**src/hw/cos_class_pkg.sv**
```systemverilog
// constants and types for the ingress class-of-service classifier
// Operation
// plain data frames take class from map
// endpoint basis: one class for all frames; control frames with a map entry take that entry instead
// endpoint basis class never Discard; rejected
// pcp basis: class per PCP plus untagged
// untagged should match PCP 0 class; untagged class is loaded separately, not tied to PCP 0
// dscp basis: separate IPv4 and IPv6 tables
// IPv4 and IPv6 tables programmed independently
// dscp basis: non-IP frames get one class
// control frame with map entry uses it
// control frame without entry classed as data
// SOAM-only frames classed as data
// Discard class frames are dropped
// selector is endpoint, PCP or DSCP
// control map keyed by protocol type, sparse
// extract PCP, DSCP; output class index
package cos_class_pkg;
   localparam int CLASS_W = 4;
   localparam int PCP_W   = 3;
   localparam int DSCP_W  = 6;
   localparam int PROTO_W = 4;
   localparam int N_PCP   = 8;
   localparam int N_DSCP  = 64;
   localparam int N_PROTO = 16;
   localparam logic [CLASS_W-1:0] DISCARD_CLASS = 4'h0;
   localparam logic [CLASS_W-1:0] RESET_CLASS   = 4'h1;
   localparam logic [1:0] TBL_PCP  = 2'h0;
   localparam logic [1:0] TBL_V4   = 2'h1;
   localparam logic [1:0] TBL_V6   = 2'h2;
   localparam logic [1:0] TBL_CTRL = 2'h3;

   typedef enum logic [2:0] {
      BASIS_ENDPOINT = 3'b001,
      BASIS_PCP      = 3'b010,
      BASIS_DSCP     = 3'b100
   } basis_t;

   // header fields already pulled from the frame
   typedef struct packed {
      logic               has_ctag;
      logic [PCP_W-1:0]   pcp;
      logic               is_ipv4;
      logic               is_ipv6;
      logic [DSCP_W-1:0]  dscp;
      logic               is_ctrl;
      logic [PROTO_W-1:0] proto;
   } frame_hdr_t;

   // classifier verdict
   typedef struct packed {
      logic               valid;
      logic [CLASS_W-1:0] cls;
      logic               drop;
   } verdict_t;

   // raw tag and IP header bytes as seen on the frame
   function automatic logic [PCP_W-1:0] tci_pcp(input logic [15:0] tci);
      return tci[15:13];
   endfunction

   function automatic logic [DSCP_W-1:0] tos_dscp(input logic [7:0] tos);
      return tos[7:2];
   endfunction
endpackage

```
**src/hw/cos_map_tables.sv**
```systemverilog
// programmable class tables: pcp, ipv4, ipv6 and control protocol map
`timescale 1ns/10ps
module cos_map_tables
   import cos_class_pkg::*;
(
   // clock and reset
   input  wire logic               clk_i,
   input  wire logic               srst_i,
   // table write port
   input  wire logic               wr_en_i,
   input  wire logic [1:0]         wr_tbl_i,
   input  wire logic [5:0]         wr_idx_i,
   input  wire logic [CLASS_W-1:0] wr_cls_i,
   input  wire logic               wr_hit_i,
   // lookups
   input  wire logic [PCP_W-1:0]   pcp_i,
   input  wire logic [DSCP_W-1:0]  dscp_i,
   input  wire logic [PROTO_W-1:0] proto_i,
   output logic      [CLASS_W-1:0] pcp_cls_o,
   output logic      [CLASS_W-1:0] v4_cls_o,
   output logic      [CLASS_W-1:0] v6_cls_o,
   output logic      [CLASS_W-1:0] ctrl_cls_o,
   output logic                    ctrl_hit_o
);
   logic [CLASS_W-1:0] pcp_mem  [N_PCP];
   logic [CLASS_W-1:0] v4_mem   [N_DSCP];
   logic [CLASS_W-1:0] v6_mem   [N_DSCP];
   logic [CLASS_W-1:0] ctrl_mem [N_PROTO];
   logic [N_PROTO-1:0] ctrl_hit_reg;

   // separate ipv4 and ipv6 arrays so each dscp maps independently
   always_ff @(posedge clk_i) begin
      if (wr_en_i && wr_tbl_i == TBL_PCP) pcp_mem[wr_idx_i[PCP_W-1:0]] <= wr_cls_i;
      if (wr_en_i && wr_tbl_i == TBL_V4) v4_mem[wr_idx_i] <= wr_cls_i;
      if (wr_en_i && wr_tbl_i == TBL_V6) v6_mem[wr_idx_i] <= wr_cls_i;
      if (wr_en_i && wr_tbl_i == TBL_CTRL) ctrl_mem[wr_idx_i[PROTO_W-1:0]] <= wr_cls_i;
   end

   // control map starts empty; an entry exists only once written with hit set
   always_ff @(posedge clk_i) begin
      if (srst_i) begin
         ctrl_hit_reg <= '0;
      end else if (wr_en_i && wr_tbl_i == TBL_CTRL) begin
         ctrl_hit_reg[wr_idx_i[PROTO_W-1:0]] <= wr_hit_i;
      end
   end

   // combinational reads
   assign pcp_cls_o  = pcp_mem[pcp_i];
   assign v4_cls_o   = v4_mem[dscp_i];
   assign v6_cls_o   = v6_mem[dscp_i];
   assign ctrl_cls_o = ctrl_mem[proto_i];
   assign ctrl_hit_o = ctrl_hit_reg[proto_i];
endmodule // cos_map_tables

```
**src/hw/ingress_cos_classifier.sv**
```systemverilog
// ingress class-of-service classifier for one service endpoint
`timescale 1ns/10ps
module ingress_cos_classifier
   import cos_class_pkg::*;
(
   // clock and reset
   input  wire logic               CLOCK_I,
   input  wire logic               SRST_I,
   // configuration
   input  wire logic [2:0]         BASIS_I,
   input  wire logic [CLASS_W-1:0] EP_CLASS_I,
   input  wire logic [CLASS_W-1:0] NONIP_CLASS_I,
   input  wire logic [CLASS_W-1:0] UNTAG_CLASS_I,
   input  wire logic               CFG_LOAD_I,
   input  wire logic               TBL_WR_I,
   input  wire logic [1:0]         TBL_SEL_I,
   input  wire logic [5:0]         TBL_IDX_I,
   input  wire logic [CLASS_W-1:0] TBL_CLASS_I,
   input  wire logic               TBL_HIT_I,
   // frame headers
   input  wire logic               FRAME_VALID_I,
   input  wire logic [15:0]        CTAG_TCI_I,
   input  wire logic               HAS_CTAG_I,
   input  wire logic [7:0]         IP_TOS_I,
   input  wire logic               IS_IPV4_I,
   input  wire logic               IS_IPV6_I,
   input  wire logic               IS_CTRL_I,
   input  wire logic [PROTO_W-1:0] CTRL_PROTO_I,
   // results
   output logic                    CLASS_VALID_O,
   output logic      [CLASS_W-1:0] CLASS_O,
   output logic                    DROP_O,
   output logic                    FORWARD_O,
   output logic      [2:0]         BASIS_O,
   output logic                    CFG_REJECT_O
);
   basis_t             basis_reg;
   logic [CLASS_W-1:0] ep_class_reg;
   logic [CLASS_W-1:0] nonip_class_reg;
   logic [CLASS_W-1:0] untag_class_reg;
   logic               reject_reg;
   verdict_t           verdict_reg;
   verdict_t           verdict_next;
   frame_hdr_t         hdr;
   logic [CLASS_W-1:0] pcp_cls;
   logic [CLASS_W-1:0] v4_cls;
   logic [CLASS_W-1:0] v6_cls;
   logic [CLASS_W-1:0] ctrl_cls;
   logic               ctrl_hit;
   logic [CLASS_W-1:0] data_cls;
   logic [CLASS_W-1:0] dscp_cls;
   logic [CLASS_W-1:0] tag_cls;
   logic [CLASS_W-1:0] final_cls;
   logic               basis_ok;
   logic               ep_bad;
   logic               forward_next;
   logic               forward_reg;

   // header fields gathered from the frame
   assign hdr.has_ctag = HAS_CTAG_I;
   assign hdr.pcp      = tci_pcp(CTAG_TCI_I);
   assign hdr.is_ipv4  = IS_IPV4_I;
   assign hdr.is_ipv6  = IS_IPV6_I;
   assign hdr.dscp     = tos_dscp(IP_TOS_I);
   assign hdr.is_ctrl  = IS_CTRL_I;
   assign hdr.proto    = CTRL_PROTO_I;

   cos_map_tables cos_map_tables_i (
      .clk_i      (CLOCK_I),
      .srst_i     (SRST_I),
      .wr_en_i    (TBL_WR_I),
      .wr_tbl_i   (TBL_SEL_I),
      .wr_idx_i   (TBL_IDX_I),
      .wr_cls_i   (TBL_CLASS_I),
      .wr_hit_i   (TBL_HIT_I),
      .pcp_i      (hdr.pcp),
      .dscp_i     (hdr.dscp),
      .proto_i    (hdr.proto),
      .pcp_cls_o  (pcp_cls),
      .v4_cls_o   (v4_cls),
      .v6_cls_o   (v6_cls),
      .ctrl_cls_o (ctrl_cls),
      .ctrl_hit_o (ctrl_hit)
   );

   // configuration checks: only three legal selector codes, endpoint class not discard
   assign basis_ok = (BASIS_I == BASIS_ENDPOINT) || (BASIS_I == BASIS_PCP)
                     || (BASIS_I == BASIS_DSCP);
   assign ep_bad   = (BASIS_I == BASIS_ENDPOINT) && (EP_CLASS_I == DISCARD_CLASS);

   // rejected loads leave the previous config in force
   always_ff @(posedge CLOCK_I) begin
      if (SRST_I) begin
         basis_reg       <= BASIS_ENDPOINT;
         ep_class_reg    <= RESET_CLASS;
         nonip_class_reg <= RESET_CLASS;
         untag_class_reg <= RESET_CLASS;
         reject_reg      <= 1'b0;
      end else if (CFG_LOAD_I) begin
         reject_reg <= !basis_ok || ep_bad;
         if (basis_ok && !ep_bad) begin
            basis_reg       <= basis_t'(BASIS_I);
            ep_class_reg    <= EP_CLASS_I;
            nonip_class_reg <= NONIP_CLASS_I;
            untag_class_reg <= UNTAG_CLASS_I;
         end
      end
   end

   // untagged class kept separately; software sets it equal to pcp 0 if desired
   assign tag_cls  = hdr.has_ctag ? pcp_cls : untag_class_reg;
   // ipv6 wins only when ipv4 is not flagged; neither means non-ip
   assign dscp_cls = hdr.is_ipv4 ? v4_cls : (hdr.is_ipv6 ? v6_cls : nonip_class_reg);
   // data class from the selected basis; SOAM frames arrive as plain data
   assign data_cls = (basis_reg == BASIS_PCP)  ? tag_cls :
                     (basis_reg == BASIS_DSCP) ? dscp_cls : ep_class_reg;
   // control frames use their map entry, else fall through to data rules
   assign final_cls = (hdr.is_ctrl && ctrl_hit) ? ctrl_cls : data_cls;

   // verdict assembly
   always_comb begin
      verdict_next.valid = FRAME_VALID_I;
      verdict_next.cls   = final_cls;
      verdict_next.drop  = FRAME_VALID_I && (final_cls == DISCARD_CLASS);
   end

   // forward kept in its own flop so no gate sits between register and pin
   assign forward_next = FRAME_VALID_I && (final_cls != DISCARD_CLASS);

   // one-cycle registered result
   always_ff @(posedge CLOCK_I) begin
      if (SRST_I) begin
         verdict_reg <= '0;
         forward_reg <= 1'b0;
      end else begin
         verdict_reg <= verdict_next;
         forward_reg <= forward_next;
      end
   end

   // outputs straight from flip-flops
   assign CLASS_VALID_O = verdict_reg.valid;
   assign CLASS_O       = verdict_reg.cls;
   assign DROP_O        = verdict_reg.drop;
   assign FORWARD_O     = forward_reg;
   assign BASIS_O       = basis_reg;
   assign CFG_REJECT_O  = reject_reg;
endmodule // ingress_cos_classifier
```
**config.mk**
```make
export PLATFORM = sky130hd
export DESIGN_NAME = ingress_cos_classifier
export DESIGN_NICKNAME = d
export VERILOG_FILES = /design/src/hw/cos_class_pkg.sv /design/src/hw/cos_map_tables.sv /design/src/hw/ingress_cos_classifier.sv
export SDC_FILE = /design/constraint.sdc
export NUM_CORES = 1
export LEC_CHECK = 0
export BUFFER_PORTS_ARGS = -buffer_cell sky130_fd_sc_hd__buf_2
export CAP_MARGIN = 20
export CELL_PAD_IN_SITES_DETAIL_PLACEMENT = 2
export CELL_PAD_IN_SITES_GLOBAL_PLACEMENT = 2
export CORE_MARGIN = 5
export CORE_UTILIZATION = 45
export DETAILED_ROUTE_END_ITERATION = 6
export GPL_ROUTABILITY_DRIVEN = 0
export PLACE_DENSITY = 0.86
export SYNTH_ARGS = -nofsm -noshare
export SYNTH_HDL_FRONTEND = slang
export SYNTH_SLANG_ARGS = --single-unit
```
**constraint.sdc**
```tcl
create_clock -name CLOCK_I -period 7.21 [get_ports CLOCK_I]
set_input_delay 0.721 -clock CLOCK_I [delete_from_list [all_inputs] [get_ports CLOCK_I]]
set_output_delay 0.721 -clock CLOCK_I [all_outputs]
set_load 0.1 [all_outputs]
```
# Yosys cells after proc, flatten, opt, wreduce, memory -nomap -nowiden

Memory sizes are Yosys's and may differ from the RTL's.
Index checks and enable logic that the tools add are counted.

Memory bits (writable): 608
Word-level logic and storage cells: 64
Bits of input ports: 65
Memories kept: 4
Register bits after elaboration: 39

Multiplexer cells: 19
Reductions and logical operators: 20
Eq/ne operators: 8
$lt $le $gt $ge: 3

Memories:

| memory                    | depth | width | rd ports | clocked after Yosys merged registers in | wr ports | line                 | source |
|---|---|---|---|---|---|---|---|
| cos_map_tables_i.v4_mem   | 64    | 4     | 1        | 0                                       | 1        | cos_map_tables.sv:26 | `logic [CLASS_W-1:0] v4_mem [N_DSCP];` |
| cos_map_tables_i.v6_mem   | 64    | 4     | 1        | 0                                       | 1        | cos_map_tables.sv:27 | `logic [CLASS_W-1:0] v6_mem [N_DSCP];` |
| cos_map_tables_i.ctrl_mem | 16    | 4     | 1        | 0                                       | 1        | cos_map_tables.sv:28 | `logic [CLASS_W-1:0] ctrl_mem [N_PROTO];` |
| cos_map_tables_i.pcp_mem  | 8     | 4     | 1        | 0                                       | 1        | cos_map_tables.sv:25 | `logic [CLASS_W-1:0] pcp_mem [N_PCP];` |

Operators with widths:

| operator                                             | count |
|---|---|
| 2-to-1 mux 4 bit                                     | 6 |
| bitwise mux 16 bit                                   | 1 |
| logical AND 1 bit                                    | 10 |
| < comparator 4 x 5 -> 1 bit (second input constant)  | 2 |
| 2-to-1 mux 1 bit                                     | 10 |
| zero test 4 bit                                      | 2 |
| equality test 3 x 2 -> 1 bit (second input constant) | 2 |
| equality test 3 bit (second input constant)          | 2 |
| binary-select mux 1 bit (select 4 bit)               | 1 |
| demux 1 bit (select 4 bit)                           | 1 |
| equality test 2 bit (second input constant)          | 2 |
| >= comparator 4 x 1 -> 1 bit (second input constant) | 1 |
| nonzero test 4 bit                                   | 1 |
| equality test 3 x 1 -> 1 bit (second input constant) | 1 |
| logical OR 1 bit                                     | 3 |
| equality test 2 x 1 -> 1 bit (second input constant) | 1 |
| zero test 1 bit                                      | 2 |
| zero test 2 bit                                      | 1 |
| AND reduction 2 bit                                  | 1 |

# Depth between registers and ports, before layout

Gate-level depths: netlist of run 1.
An unclocked memory read counts as a cell.

Depth after elaboration: 8
Mapped depth: 13
Depth with buffers taken out: 8

# Hierarchy

From an unflattened synthesis of run 1, not the netlist that was laid out.

Cell total of the unflattened synthesis: 1376
Area, all modules: 25921.1 sq um

By module, submodules not included:

| module                 | area an instance (sq um) | instances | sequential area each (sq um) | cells each |
|---|---|---|---|---|
| cos_map_tables         | 24704.9                  | 1         | 18577.8                      | 1245 |
| ingress_cos_classifier | 1216.2                   | 1         | 460.4                        | 131 |

# Worst setup path before layout of run 1

Ideal clock, no wire load.

Path kind: input to register
Start point: input port CTAG_TCI_I[13]
End point: register forward_reg, in the netlist FORWARD_O
Data required time: 7.095 ns
Stages on the path: 9
Arrival: 2.781 ns
Path slack: 4.314 ns
Buffers on the path: 1
Path through: clkbuf_1 -> mux4_2 -> mux2i_1 -> a21oi_1 -> a22o_1 -> mux2_2 -> a41oi_2 -> nand4_2 -> and2_1

Word-level cells in the longest chain between the ends: 6

Ends and longest elaborated chain:

| item                 | line                          | source |
|---|---|---|
| start, declared      | ingress_cos_classifier.sv:22  | `input wire logic [15:0] CTAG_TCI_I,` |
| memory (8 x 4 bit)   | n/a                           |  |
| 2-to-1 mux 4 bit     | ingress_cos_classifier.sv:111 | `assign tag_cls = hdr.has_ctag ? pcp_cls : untag_class_reg;` |
| 2-to-1 mux 4 bit     | ingress_cos_classifier.sv:115 | `assign data_cls = (basis_reg == BASIS_PCP) ? tag_cls :` |
| 2-to-1 mux 4 bit     | ingress_cos_classifier.sv:118 | `assign final_cls = (hdr.is_ctrl && ctrl_hit) ? ctrl_cls : data_cls;` |
| nonzero test 4 bit   | ingress_cos_classifier.sv:128 | `assign forward_next = FRAME_VALID_I && (final_cls != DISCARD_CLASS);` |
| logical AND 1 bit    | ingress_cos_classifier.sv:128 |  |
| end signal, assigned | ingress_cos_classifier.sv:137 | `forward_reg <= forward_next;` |
| end, declared        | ingress_cos_classifier.sv:57  | `logic forward_reg;` |

Every way passes these cells.
A chain may end at the register's enable or synchronous reset.

# Final worst setup path of run 1

Start point: input port IP_TOS_I[2]
End point: register verdict_reg (netlist bit DROP_O)

Word-level cells in the longest chain between the ends: 8
Elaborated cells between the ends (all ways): 9

Ends and longest elaborated chain:

| item                  | line                          | source |
|---|---|---|
| start, declared       | ingress_cos_classifier.sv:24  | `input wire logic [7:0] IP_TOS_I,` |
| memory (64 x 4 bit)   | n/a                           |  |
| 2-to-1 mux 4 bit      | ingress_cos_classifier.sv:113 | `assign dscp_cls = hdr.is_ipv4 ? v4_cls : (hdr.is_ipv6 ? v6_cls : nonip_class_reg);` |
| 2-to-1 mux 4 bit (*)  | ingress_cos_classifier.sv:113 |  |
| 2-to-1 mux 4 bit (*)  | ingress_cos_classifier.sv:116 | `(basis_reg == BASIS_DSCP) ? dscp_cls : ep_class_reg;` |
| 2-to-1 mux 4 bit (*)  | ingress_cos_classifier.sv:115 |  |
| 2-to-1 mux 4 bit (*)  | ingress_cos_classifier.sv:118 |  |
| zero test 4 bit (*)   | ingress_cos_classifier.sv:124 | `verdict_next.drop = FRAME_VALID_I && (final_cls == DISCARD_CLASS);` |
| logical AND 1 bit (*) | ingress_cos_classifier.sv:124 |  |
| end signal, assigned  | ingress_cos_classifier.sv:136 | `verdict_reg <= verdict_next;` |
| end, declared         | ingress_cos_classifier.sv:42  | `verdict_t verdict_reg;` |

Mark *: on every way between the ends. The rest lies on a longest branch, timed or not.

==> results.md, run 1 <==
* Number of flops mapped to enable cells by yosys at 608
* Syn-to-layout area delta at 11.5%
* Arrival @ worst endpoint at 4740 ps
* Critical path buffers and inverters at 2
* Net Switching at 1880 uW
* WHS Endpoint: untag_class_reg[0]$_SDFFE_PP1P_
* Mapped Cells at 1472
* Rel. slew slack at 26.3%
* Mean Syn Cell Area at 17.8 sq um
* R2R setup slack at 3960 ps
* Critical path's top delay family: buffers and inverters
* Full die area at 0.0632 sq mm
* Post-route ant nets at 0
* Vias post-DR at 14992
* Top_reg_cell synth: edfxtp_1
* Core box area at 0.0577 sq mm
* Overall Power at 8120 uW
* Dominant cell type by area after synthesis: edfxtp_1
* Largest net degree at the start of global routing at 97
* Worst min path class: in -> reg
* Yosys top cell area share at 69.6%
* Max cap viols at 0
* Routed wire per std cell at 36.6 um
* H-tree depth at 3
* Routed vias/inst at 6.39
* Hold Buf Count CTS at 0
* Synth Cell Area at 0.0262 sq mm
* Setup CP Type: in -> reg
* Post-CTS resize count at 0
* Tot GR Track Use at 26.5%
* I/O Pins at 76
* Placed Instance Area at 0.0271 sq mm
* First-pass GRT wire length at 122000 um
* Count of cells along the worst hold path at 2
* Setup ws final at 2990 ps
* Distinct cells, synth at 61
* CTS buffer count at 70
* Final setup viols at 0
* Syn Nets at 1537
* Die H at 251 um
* Dpl hpwl at 51100 um
* Clock power frac at 43.3%
* Crit start category: primary input
* Layout cells sized above 1 at 20.0%
* Max Clk Rate at 0.237 GHz
* IO buf count at 60
* Hold Startpoint: UNTAG_CLASS_I[0]
* TNS Setup at 0 ps
* Internal power at 6250 uW
* Antenna violations before repair at 6
* Crit share post-route at 58.5%
* R2R Path Start: cos_map_tables_i.v6_mem[20][1]$_DFFE_PP_
* Site Rows at 88
* Outcome: complete, no violations
* Vias in the first global route at 16269
* Critical path endpoint category: flip-flop
* Fin. Hold Viols at 0
* Post-CTS Repair Setup Buffers at 0
* Top cells by area, synth: edfxtp_1 (70%), mux4_2 (10%), mux2i_1 (3.1%)
* Reg2reg path depth at 8
* Actual slew at the worst max-slew pin at 1110 ps
* Crit-path slowest cell: buf_4
* Leading cell type by number of instances after synthesis: edfxtp_1
* Clk Latency, worst-skew pair at 610 ps
* Fin Clk Skew at 31.0 ps
* Comb power frac at 5.8%
* Drt pass-1 iters at 5
* Drc violations at 0
* Routed WL at 85900 um
* CP Data Required Time at 7730 ps
* Final nets at 1591
* RSZ-0062 raised after global routing: no
* Die Wd at 251 um
* P_leak at 0.00927 uW
* R2r endpoint: DROP_O$_SDFF_PP0_
* Worst-path clk slew at 70 ps
* Synthesized flop and latch total at 647
* Slew Limit Fails at 0
* 1st-iter DRT viols at 1787
* Power per cell area at 278 mW/mm^2
* CTS tree: yes
* Final Cell Area at 0.0292 sq mm
* FFs w/ async S/R, synth at 0%
* Commonest cells post-synth: edfxtp_1 (608), nor2_1 (189), mux4_2 (120), mux2i_1 (82), nand2_1 (80)
* Max stage delay on crit path at 650 ps
* Initial cell density of the core at 45.4%
* Syn. warnings at 0
* Clk buf depth at 3
* Place WS at 2560 ps
* Critical path, cell by cell: buf_6 -> buf_4 -> mux4_2 -> a22oi_1 -> a21boi_0 -> o21ai_0 -> nand3_1 -> a41oi_2 -> nand4_2 -> nor3b_2
* Flop pwr share at 50.9%
* TritonCTS Sinks at 647
* Minimum clock period at 4220 ps
* Clk root buf: clkbuf_16
* Fill count at 5130
* VDD IR max at 0.197 mV
* Sw Share at 23.1%
* Worst-path maximum fanout at 64
* Grt ovf at 0
* Sequential cell area fraction in the yosys report at 72.6%
-- stage by stage --
stage | util [%] | std cells | hold slack, ps
after floorplan | - | 1472 | 450
after global placement | 46.9 | 2218 | 447
after detailed placement | 46.9 | 2218 | 458
after CTS | 50.6 | 2342 | 310
after global routing | 50.7 | 2347 | 322
final | 50.7 | 2347 | 324
-- final cells by class --
type / instances / area [sq um] / area share (%)
sequential: 647 / 19000 / 65.1
multi-input combinational: 730 / 6640 / 22.7
clock buffer: 92 / 1960 / 6.70
tap: 765 / 957 / 3.27
timing repair buffer: 70 / 410 / 1.40
clock inverter: 32 / 200 / 0.685
inverter: 7 / 26.3 / 0.0899
antenna: 4 / 10.0 / 0.0342
-- how the worst max path moves through the flow --
stage / startpoint / end / slack [ps] / cells after the start
floorplan: CTAG_TCI_I[13] / FORWARD_O$_SDFF_PP0_ / 4310 / 9
global placement: IP_TOS_I[2] / FORWARD_O$_SDFF_PP0_ / 2810 / 10
detailed placement: IP_TOS_I[3] / FORWARD_O$_SDFF_PP0_ / 2560 / 10
CTS: IP_TOS_I[2] / DROP_O$_SDFF_PP0_ / 3040 / 10
global route: IP_TOS_I[2] / DROP_O$_SDFF_PP0_ / 2900 / 10
finish: IP_TOS_I[2] / DROP_O$_SDFF_PP0_ / 2990 / 10
-- power groups by stage --
| stage | registers, uW | logic, uW | clock network, uW |
|---|---|---|---|
| finish | 4130 | 473 | 3520 |
| CTS | 4130 | 468 | 3530 |
| global route | 4130 | 490 | 3740 |
| global placement | 4210 | 425 | 0 |
| floorplan | 4240 | 247 | 0 |
| detailed placement | 4210 | 458 | 0 |
-- layer usage --
layer  part of all wire, %  global-route usage, %  up-vias
met2                    52                   46.3      721
met5                 0.033                      0        -
li1                      -                      -     5976
met3                   5.8                   4.02      189
met1                    38                   33.9     8102
met4                   3.9                   9.59        4
-- worst register-to-register path: cells and delay by family (launching register included) --
family,cells,cell delay (ps)
and+or+nand+nor,4,980
DFF,1,440
muxes,2,1000
AOI/OAI and AO/OA,2,760
-- kinds of logic (layout without fill, tap and decap cells) --
group / Yosys count / count (layout) / synth area share [%]
XOR/XNOR: 2 / 2 / 0.0668
AO/OA/AOI/OAI: 125 / 125 / 3.35
AND/OR/NAND/NOR: 373 / 373 / 6.39
flip-flops: 647 / 647 / 72.6
buffers and inverters: 95 / 201 / 2.08
multiplexers: 230 / 230 / 15.5
other: 0 / 4 / 0
-- placed cells by master, fill, tap and decap left out, drive strengths merged, types with 10 or more instances in the layout --
master / netlist / layout
o21ai: 21 / 21
o22ai: 10 / 10
clkinv: 1 / 31
mux4: 135 / 135
nor2b: 18 / 18
mux2: 13 / 13
clkbuf: 42 / 92
a21oi: 26 / 26
nor2: 189 / 189
buf: 46 / 70
a22oi: 15 / 15
nand3: 25 / 25
dfxtp: 39 / 39
edfxtp: 608 / 608
nand2: 80 / 80
mux2i: 82 / 82
Power figures use the tool's default switching activity.
==> inputs of run 2 (changes only) <==
==> constraint.sdc (replaced) <==
create_clock -name CLOCK_I -period 4.1 [get_ports CLOCK_I]
set_input_delay 0.41 -clock CLOCK_I [delete_from_list [all_inputs] [get_ports CLOCK_I]]
set_output_delay 0.41 -clock CLOCK_I [all_outputs]
set_load 0.1 [all_outputs]
==> run 2 against run 1 <==
  * Sequential power up 76%
  * Critical endpoint is now FORWARD_O$_SDFF_PP0_
  * Register-to-register slack worse by 2900 ps
  * Largest power group unchanged
  * Clock power up 83%
  * Via count down 0.19%
  * Routed wire length down 1.3%
==> results.md, run 2 (synthesis gave the netlist of run 1 again) <==
* H-tree depth at 3 (unchanged)
* Setup ws final at 947 ps (-2050 ps)
* Rel. slew slack at 21.4% (-4.9 points)
* RSZ-0062 raised after global routing: no
* Layout cells sized above 1 at 21.1% (+1.1 points)
* Vias in the first global route at 16399 (+0.80%)
* Post-CTS Repair Setup Buffers at 0 (unchanged)
* Post-CTS resize count at 0 (unchanged)
* Routed WL at 84900 um (-1.3%)
* Clk buf depth at 3 (unchanged)
* Outcome: complete, no violations
* VDD IR max at 0.622 mV (+220%)
* Die Wd at 251 um (unchanged)
* P_leak at 0.00943 uW (+1.7%)
* Antenna violations before repair at 3 (-3)
* Routed wire per std cell at 35.9 um (-2.1%)
* Minimum clock period at 3150 ps
* Slew Limit Fails at 0 (unchanged)
* Actual slew at the worst max-slew pin at 1180 ps (+73.9 ps)
* Grt ovf at 0 (unchanged)
* Crit share post-route at 76.9%
* Routed vias/inst at 6.32 (-0.99%)
* Final setup viols at 0 (unchanged)
* Dpl hpwl at 52900 um (+3.4%)
* 1st-iter DRT viols at 1584 (-11%)
* Most frequent cells in the layout: edfxtp_1 (608), nor2_1 (189), mux4_2 (120)
* Vias post-DR at 14964 (-0.19%)
* Drc violations at 0 (unchanged)
* Max cap viols at 0 (unchanged)
* Critical path endpoint category: flip-flop
* Worst-path clk slew at 60 ps (about the same)
* Final nets at 1608 (+1.1%)
* Reg2reg path depth at 8 (unchanged)
* CTS tree: yes
* Max Clk Rate at 0.317 GHz
* Leading cell type in the layout, fill and taps excluded: edfxtp_1
* Crit start category: primary input
* Post-route ant nets at 0 (unchanged)
* Hold Worst Slack at 35.7 ps (-288 ps)
* Worst-path maximum fanout at 30 (-53%)
* Worst min path class: in -> reg
* Drt pass-1 iters at 5 (unchanged)
* Die H at 251 um (unchanged)
* TNS Setup at 0 ps (unchanged)
* Fill count at 5117 (-0.25%)
* Power per cell area at 493 mW/mm^2 (+77%)
* Clk root buf: clkbuf_16
* Fin. Hold Viols at 0 (unchanged)
* I/O Pins at 76 (unchanged)
* First-pass GRT wire length at 123000 um (+1.4%)
* Arrival @ worst endpoint at 3660 ps (-1080 ps)
* Tot GR Track Use at 26.9% (+0.38 points)
* Core box area at 0.0577 sq mm (unchanged)
* Fin Clk Skew at 27.5 ps (-3.46 ps)
* CP Data Required Time at 4600 ps (-3130 ps)
* Largest net degree at the start of global routing at 153 (+58%)
* Count of cells along the worst hold path at 2 (unchanged)
* TritonCTS Sinks at 647 (unchanged)
* Final core utilization at 51.3% (+0.59 points)
* IO buf count at 60 (unchanged)
* Place WS at 363 ps (-2200 ps)
* Clk Latency, worst-skew pair at 620 ps (about the same)
* CTS buffer count at 69 (-1.4%)
* Setup CP Type: in -> reg
* Syn-to-layout area delta at 12.8%
* Site Rows at 88 (unchanged)
* Initial cell density of the core at 45.4% (unchanged)
* Hold Buf Count CTS at 0 (unchanged)
* Full die area at 0.0632 sq mm (unchanged)
[run 2: metrics by stage]
stage | instance area [sq um] | total power, uW | std cells
floorplan | 26200 | 7880 | 1472
global placement | 27300 | 8170 | 2236
detailed placement | 27300 | 8230 | 2236
CTS | 29500 | 14700 | 2362
global route | 29600 | 15000 | 2366
finish | 29600 | 14600 | 2366
[run 2: worst max-delay path, stage by stage]
cell and delay, ps:
buf_6 360, buf_4 520, mux4_1 420, mux2_2 320, o22ai_1 240, nor4_1 190, a2111oi_2 480, a31o_2 260
nand4_2 160, and2_1 220
[run 2: layout make-up]
| type | instances | area, sq um | area share [%] |
|---|---|---|---|
| repair buffers | 88 | 641 | 2.17 |
| well taps | 765 | 957 | 3.24 |
| inverters | 7 | 26.3 | 0.0888 |
| multi-input cells | 730 | 6640 | 22.4 |
| diodes | 3 | 7.51 | 0.0254 |
| clock buffers | 95 | 1920 | 6.48 |
| clock inverters | 31 | 357 | 1.21 |
| flip-flops and latches | 647 | 19000 | 64.4 |
[run 2: path summary, 6_finish.rpt]
kind	start	end	slack, ps
hold / removal	CFG_LOAD_I	BASIS_O[0]$_SDFFE_PP1P_	40
hold reg to reg	CFG_REJECT_O$_SDFFE_PP0P_	CFG_REJECT_O$_SDFFE_PP0P_	480
setup reg to reg	cos_map_tables_i.v6_mem[12][2]$_DFFE_PP_	FORWARD_O$_SDFF_PP0_	1060
setup / recovery	IP_TOS_I[4]	FORWARD_O$_SDFF_PP0_	950
[run 2: routing by layer]
layer | part of all wire [%] | routed length, um | global-route usage (%) | vias to the layer above
met5 | 0 | 0 | 0 | -
met4 | 4.6 | 3940 | 10.8 | 0
met3 | 5.9 | 5050 | 4.25 | 211
met2 | 52 | 43900 | 46.5 | 714
met1 | 38 | 32000 | 34.2 | 8030
li1 | - | - | - | 6009
[run 2: power breakdown]
group | switching, uW | leakage, uW | internal, uW
clock network | 2710 | 0.00111 | 3740
logic | 584 | 0.00254 | 273
registers | 18.1 | 0.00578 | 7250
total | 3320 | 0.00943 | 11300
==> inputs of run 3 (changes only) <==
==> constraint.sdc (replaced) <==
create_clock -name CLOCK_I -period 3.3 [get_ports CLOCK_I]
set_input_delay 0.33 -clock CLOCK_I [delete_from_list [all_inputs] [get_ports CLOCK_I]]
set_output_delay 0.33 -clock CLOCK_I [all_outputs]
set_load 0.1 [all_outputs]
==> run 3 against run 2 <==
  * Sequential power increased by 24%
  * Via count increased by 1.1%
  * Die area unchanged
  * Highest routed layer is now met5
==> results.md, run 3 (synthesis gave the netlist of run 1 again) <==
* VDD IR max at 0.513 mV (-18%)
* R2R Path Start: cos_map_tables_i.v6_mem[12][2]$_DFFE_PP_
* Routed WL at 86100 um (+1.4%)
* Max Clk Rate at 0.326 GHz
* I/O Pins at 76 (unchanged)
* Grt ovf at 0 (unchanged)
* Dpl hpwl at 55000 um (+4.1%)
* Max cap viols at 0 (unchanged)
* CTS buffer count at 70 (+1.4%)
* Drc violations at 0 (unchanged)
* Fin. Hold Viols at 0 (unchanged)
* Clk Latency, worst-skew pair at 610 ps (about the same)
* Largest net degree at the start of global routing at 86 (-44%)
* Critical path endpoint category: flip-flop
* Vias post-DR at 15123 (+1.1%)
* Final setup viols at 0 (unchanged)
* P_leak at 0.00959 uW (+1.7%)
* Hold Startpoint: BASIS_I[2]
* Layout cells sized above 1 at 22.0% (+0.91 points)
* Vias in the first global route at 16679 (+1.7%)
* Clk root buf: clkbuf_16
* Final Instance Count excl. Fillers at 2393 (+1.1%)
* Worst Setup SP: cos_map_tables_i.v6_mem[12][2]$_DFFE_PP_
* Site Rows at 88 (unchanged)
* CP Data Required Time at 3800 ps (-800 ps)
* Arrival @ worst endpoint at 3580 ps (-80 ps)
* H-tree depth at 3 (unchanged)
* Routed wire per std cell at 36.0 um (+0.27%)
* Actual slew at the worst max-slew pin at 1070 ps (-111 ps)
* Antenna violations before repair at 3 (unchanged)
* Slew Limit Fails at 0 (unchanged)
* Placed Instance Area at 0.0275 sq mm (+0.90%)
* Full die area at 0.0632 sq mm (unchanged)
* 1st-iter DRT viols at 1663 (+5.0%)
* Crit start category: flip-flop
* TNS Setup at 0 ps (unchanged)
* TritonCTS Sinks at 647 (unchanged)
* Outcome: complete, no violations
* Core box area at 0.0577 sq mm (unchanged)
* Leading cell type in the layout, fill and taps excluded: edfxtp_1
* RSZ-0062 raised after global routing: no
* Rel. slew slack at 28.8% (+7.4 points)
* Tot GR Track Use at 27.3% (+0.45 points)
* Most frequent cells in the layout: edfxtp_1 (608), nor2_1 (189), mux4_2 (120)
* Fin Clk Skew at 16.8 ps (-10.7 ps)
* Power per cell area at 607 mW/mm^2 (+23%)
* Setup CP Type: reg -> reg
* Clk buf depth at 3 (unchanged)
* Initial cell density of the core at 45.4% (unchanged)
* Minimum clock period at 3070 ps
* Routed vias/inst at 6.32 (about the same)
* Placed cell count at 2262 (+1.2%)
* Die H at 251 um (unchanged)
* CTS tree: yes
* Post-route ant nets at 0 (unchanged)
* Final Cell Area at 0.0299 sq mm (+0.93%)
* Drt pass-1 iters at 5 (unchanged)
* IO buf count at 60 (unchanged)
* First-pass GRT wire length at 125000 um (+1.5%)
* Crit share post-route at 93.1%
* Post-CTS Repair Setup Buffers at 0 (unchanged)
* Final nets at 1642 (+2.1%)
* Die Wd at 251 um (unchanged)
* Worst min path class: in -> reg
* Worst-path clk slew at 60 ps (about the same)
* Worst-path maximum fanout at 2 (-93%)
* Syn-to-layout area delta at 13.9%
## run 3: where the power goes
part           internal (uW)  switching, uW
sequential              9010           23.6
combinational            369            736
clock                   4690           3310
total                  14100           4070
## run 3: worst paths after layout
kind | slack, ps | end | depth (start not counted)
worst min-delay path | 50 | BASIS_O[2]$_SDFFE_PP0P_ | 2
worst max-delay path | 230 | FORWARD_O$_SDFF_PP0_ | 8
worst max register to register | 230 | FORWARD_O$_SDFF_PP0_ | 8
worst min register to register | 480 | CFG_REJECT_O$_SDFFE_PP0P_ | 1
## run 3: worst max-delay path, stage by stage (launching register included)
cell	delay, ps
edfxtp_1	390
mux4_1	580
nor2b_1	210
a2111oi_2	510
nor4_1	230
a2111oi_2	420
a31o_2	270
nand4_2	140
and2_1	220
## run 3: through the flow
stage	hold WS [ps]	power, uW	worst slack (ps)	utilization (%)
2_1_floorplan	409	9790	795	-
3_3_place_gp	447	10200	90.9	47.7
3_5_place_dp	467	10300	-64.9	47.7
4_1_cts	27.0	18200	228	51.7
5_1_grt	53.6	18700	236	51.7
6_report	45.7	18100	229	51.7
## run 3: per-layer routing
metal	up-vias	routed length [um]	part of all wire [%]	global-route usage, %
li1	6079	-	-	-
met1	8151	32700	38	34.5
met2	710	45400	53	48.4
met3	181	4920	5.7	3.86
met4	2	3040	3.5	10.0
met5	-	15	0.017	0
## run 3: repair_timing
| item | 4_1_cts | 5_1_grt |
|---|---|---|
| resized for setup | 0 | 0 |
| hold buffers | 8 | 0 |
| endpoints found under the hold margin | 10 | 0 |
## run 3: layout make-up
cell class / count / area (sq um)
Clock inverter: 31 / 352
Antenna cell: 1 / 2.50
Timing Repair Buffer: 121 / 938
Inverter: 7 / 26.3
Fill cell: 5050 / 27800
Multi-Input combinational cell: 730 / 6640
Clock buffer: 91 / 1900
Tap cell: 765 / 957
Sequential cell: 647 / 19000
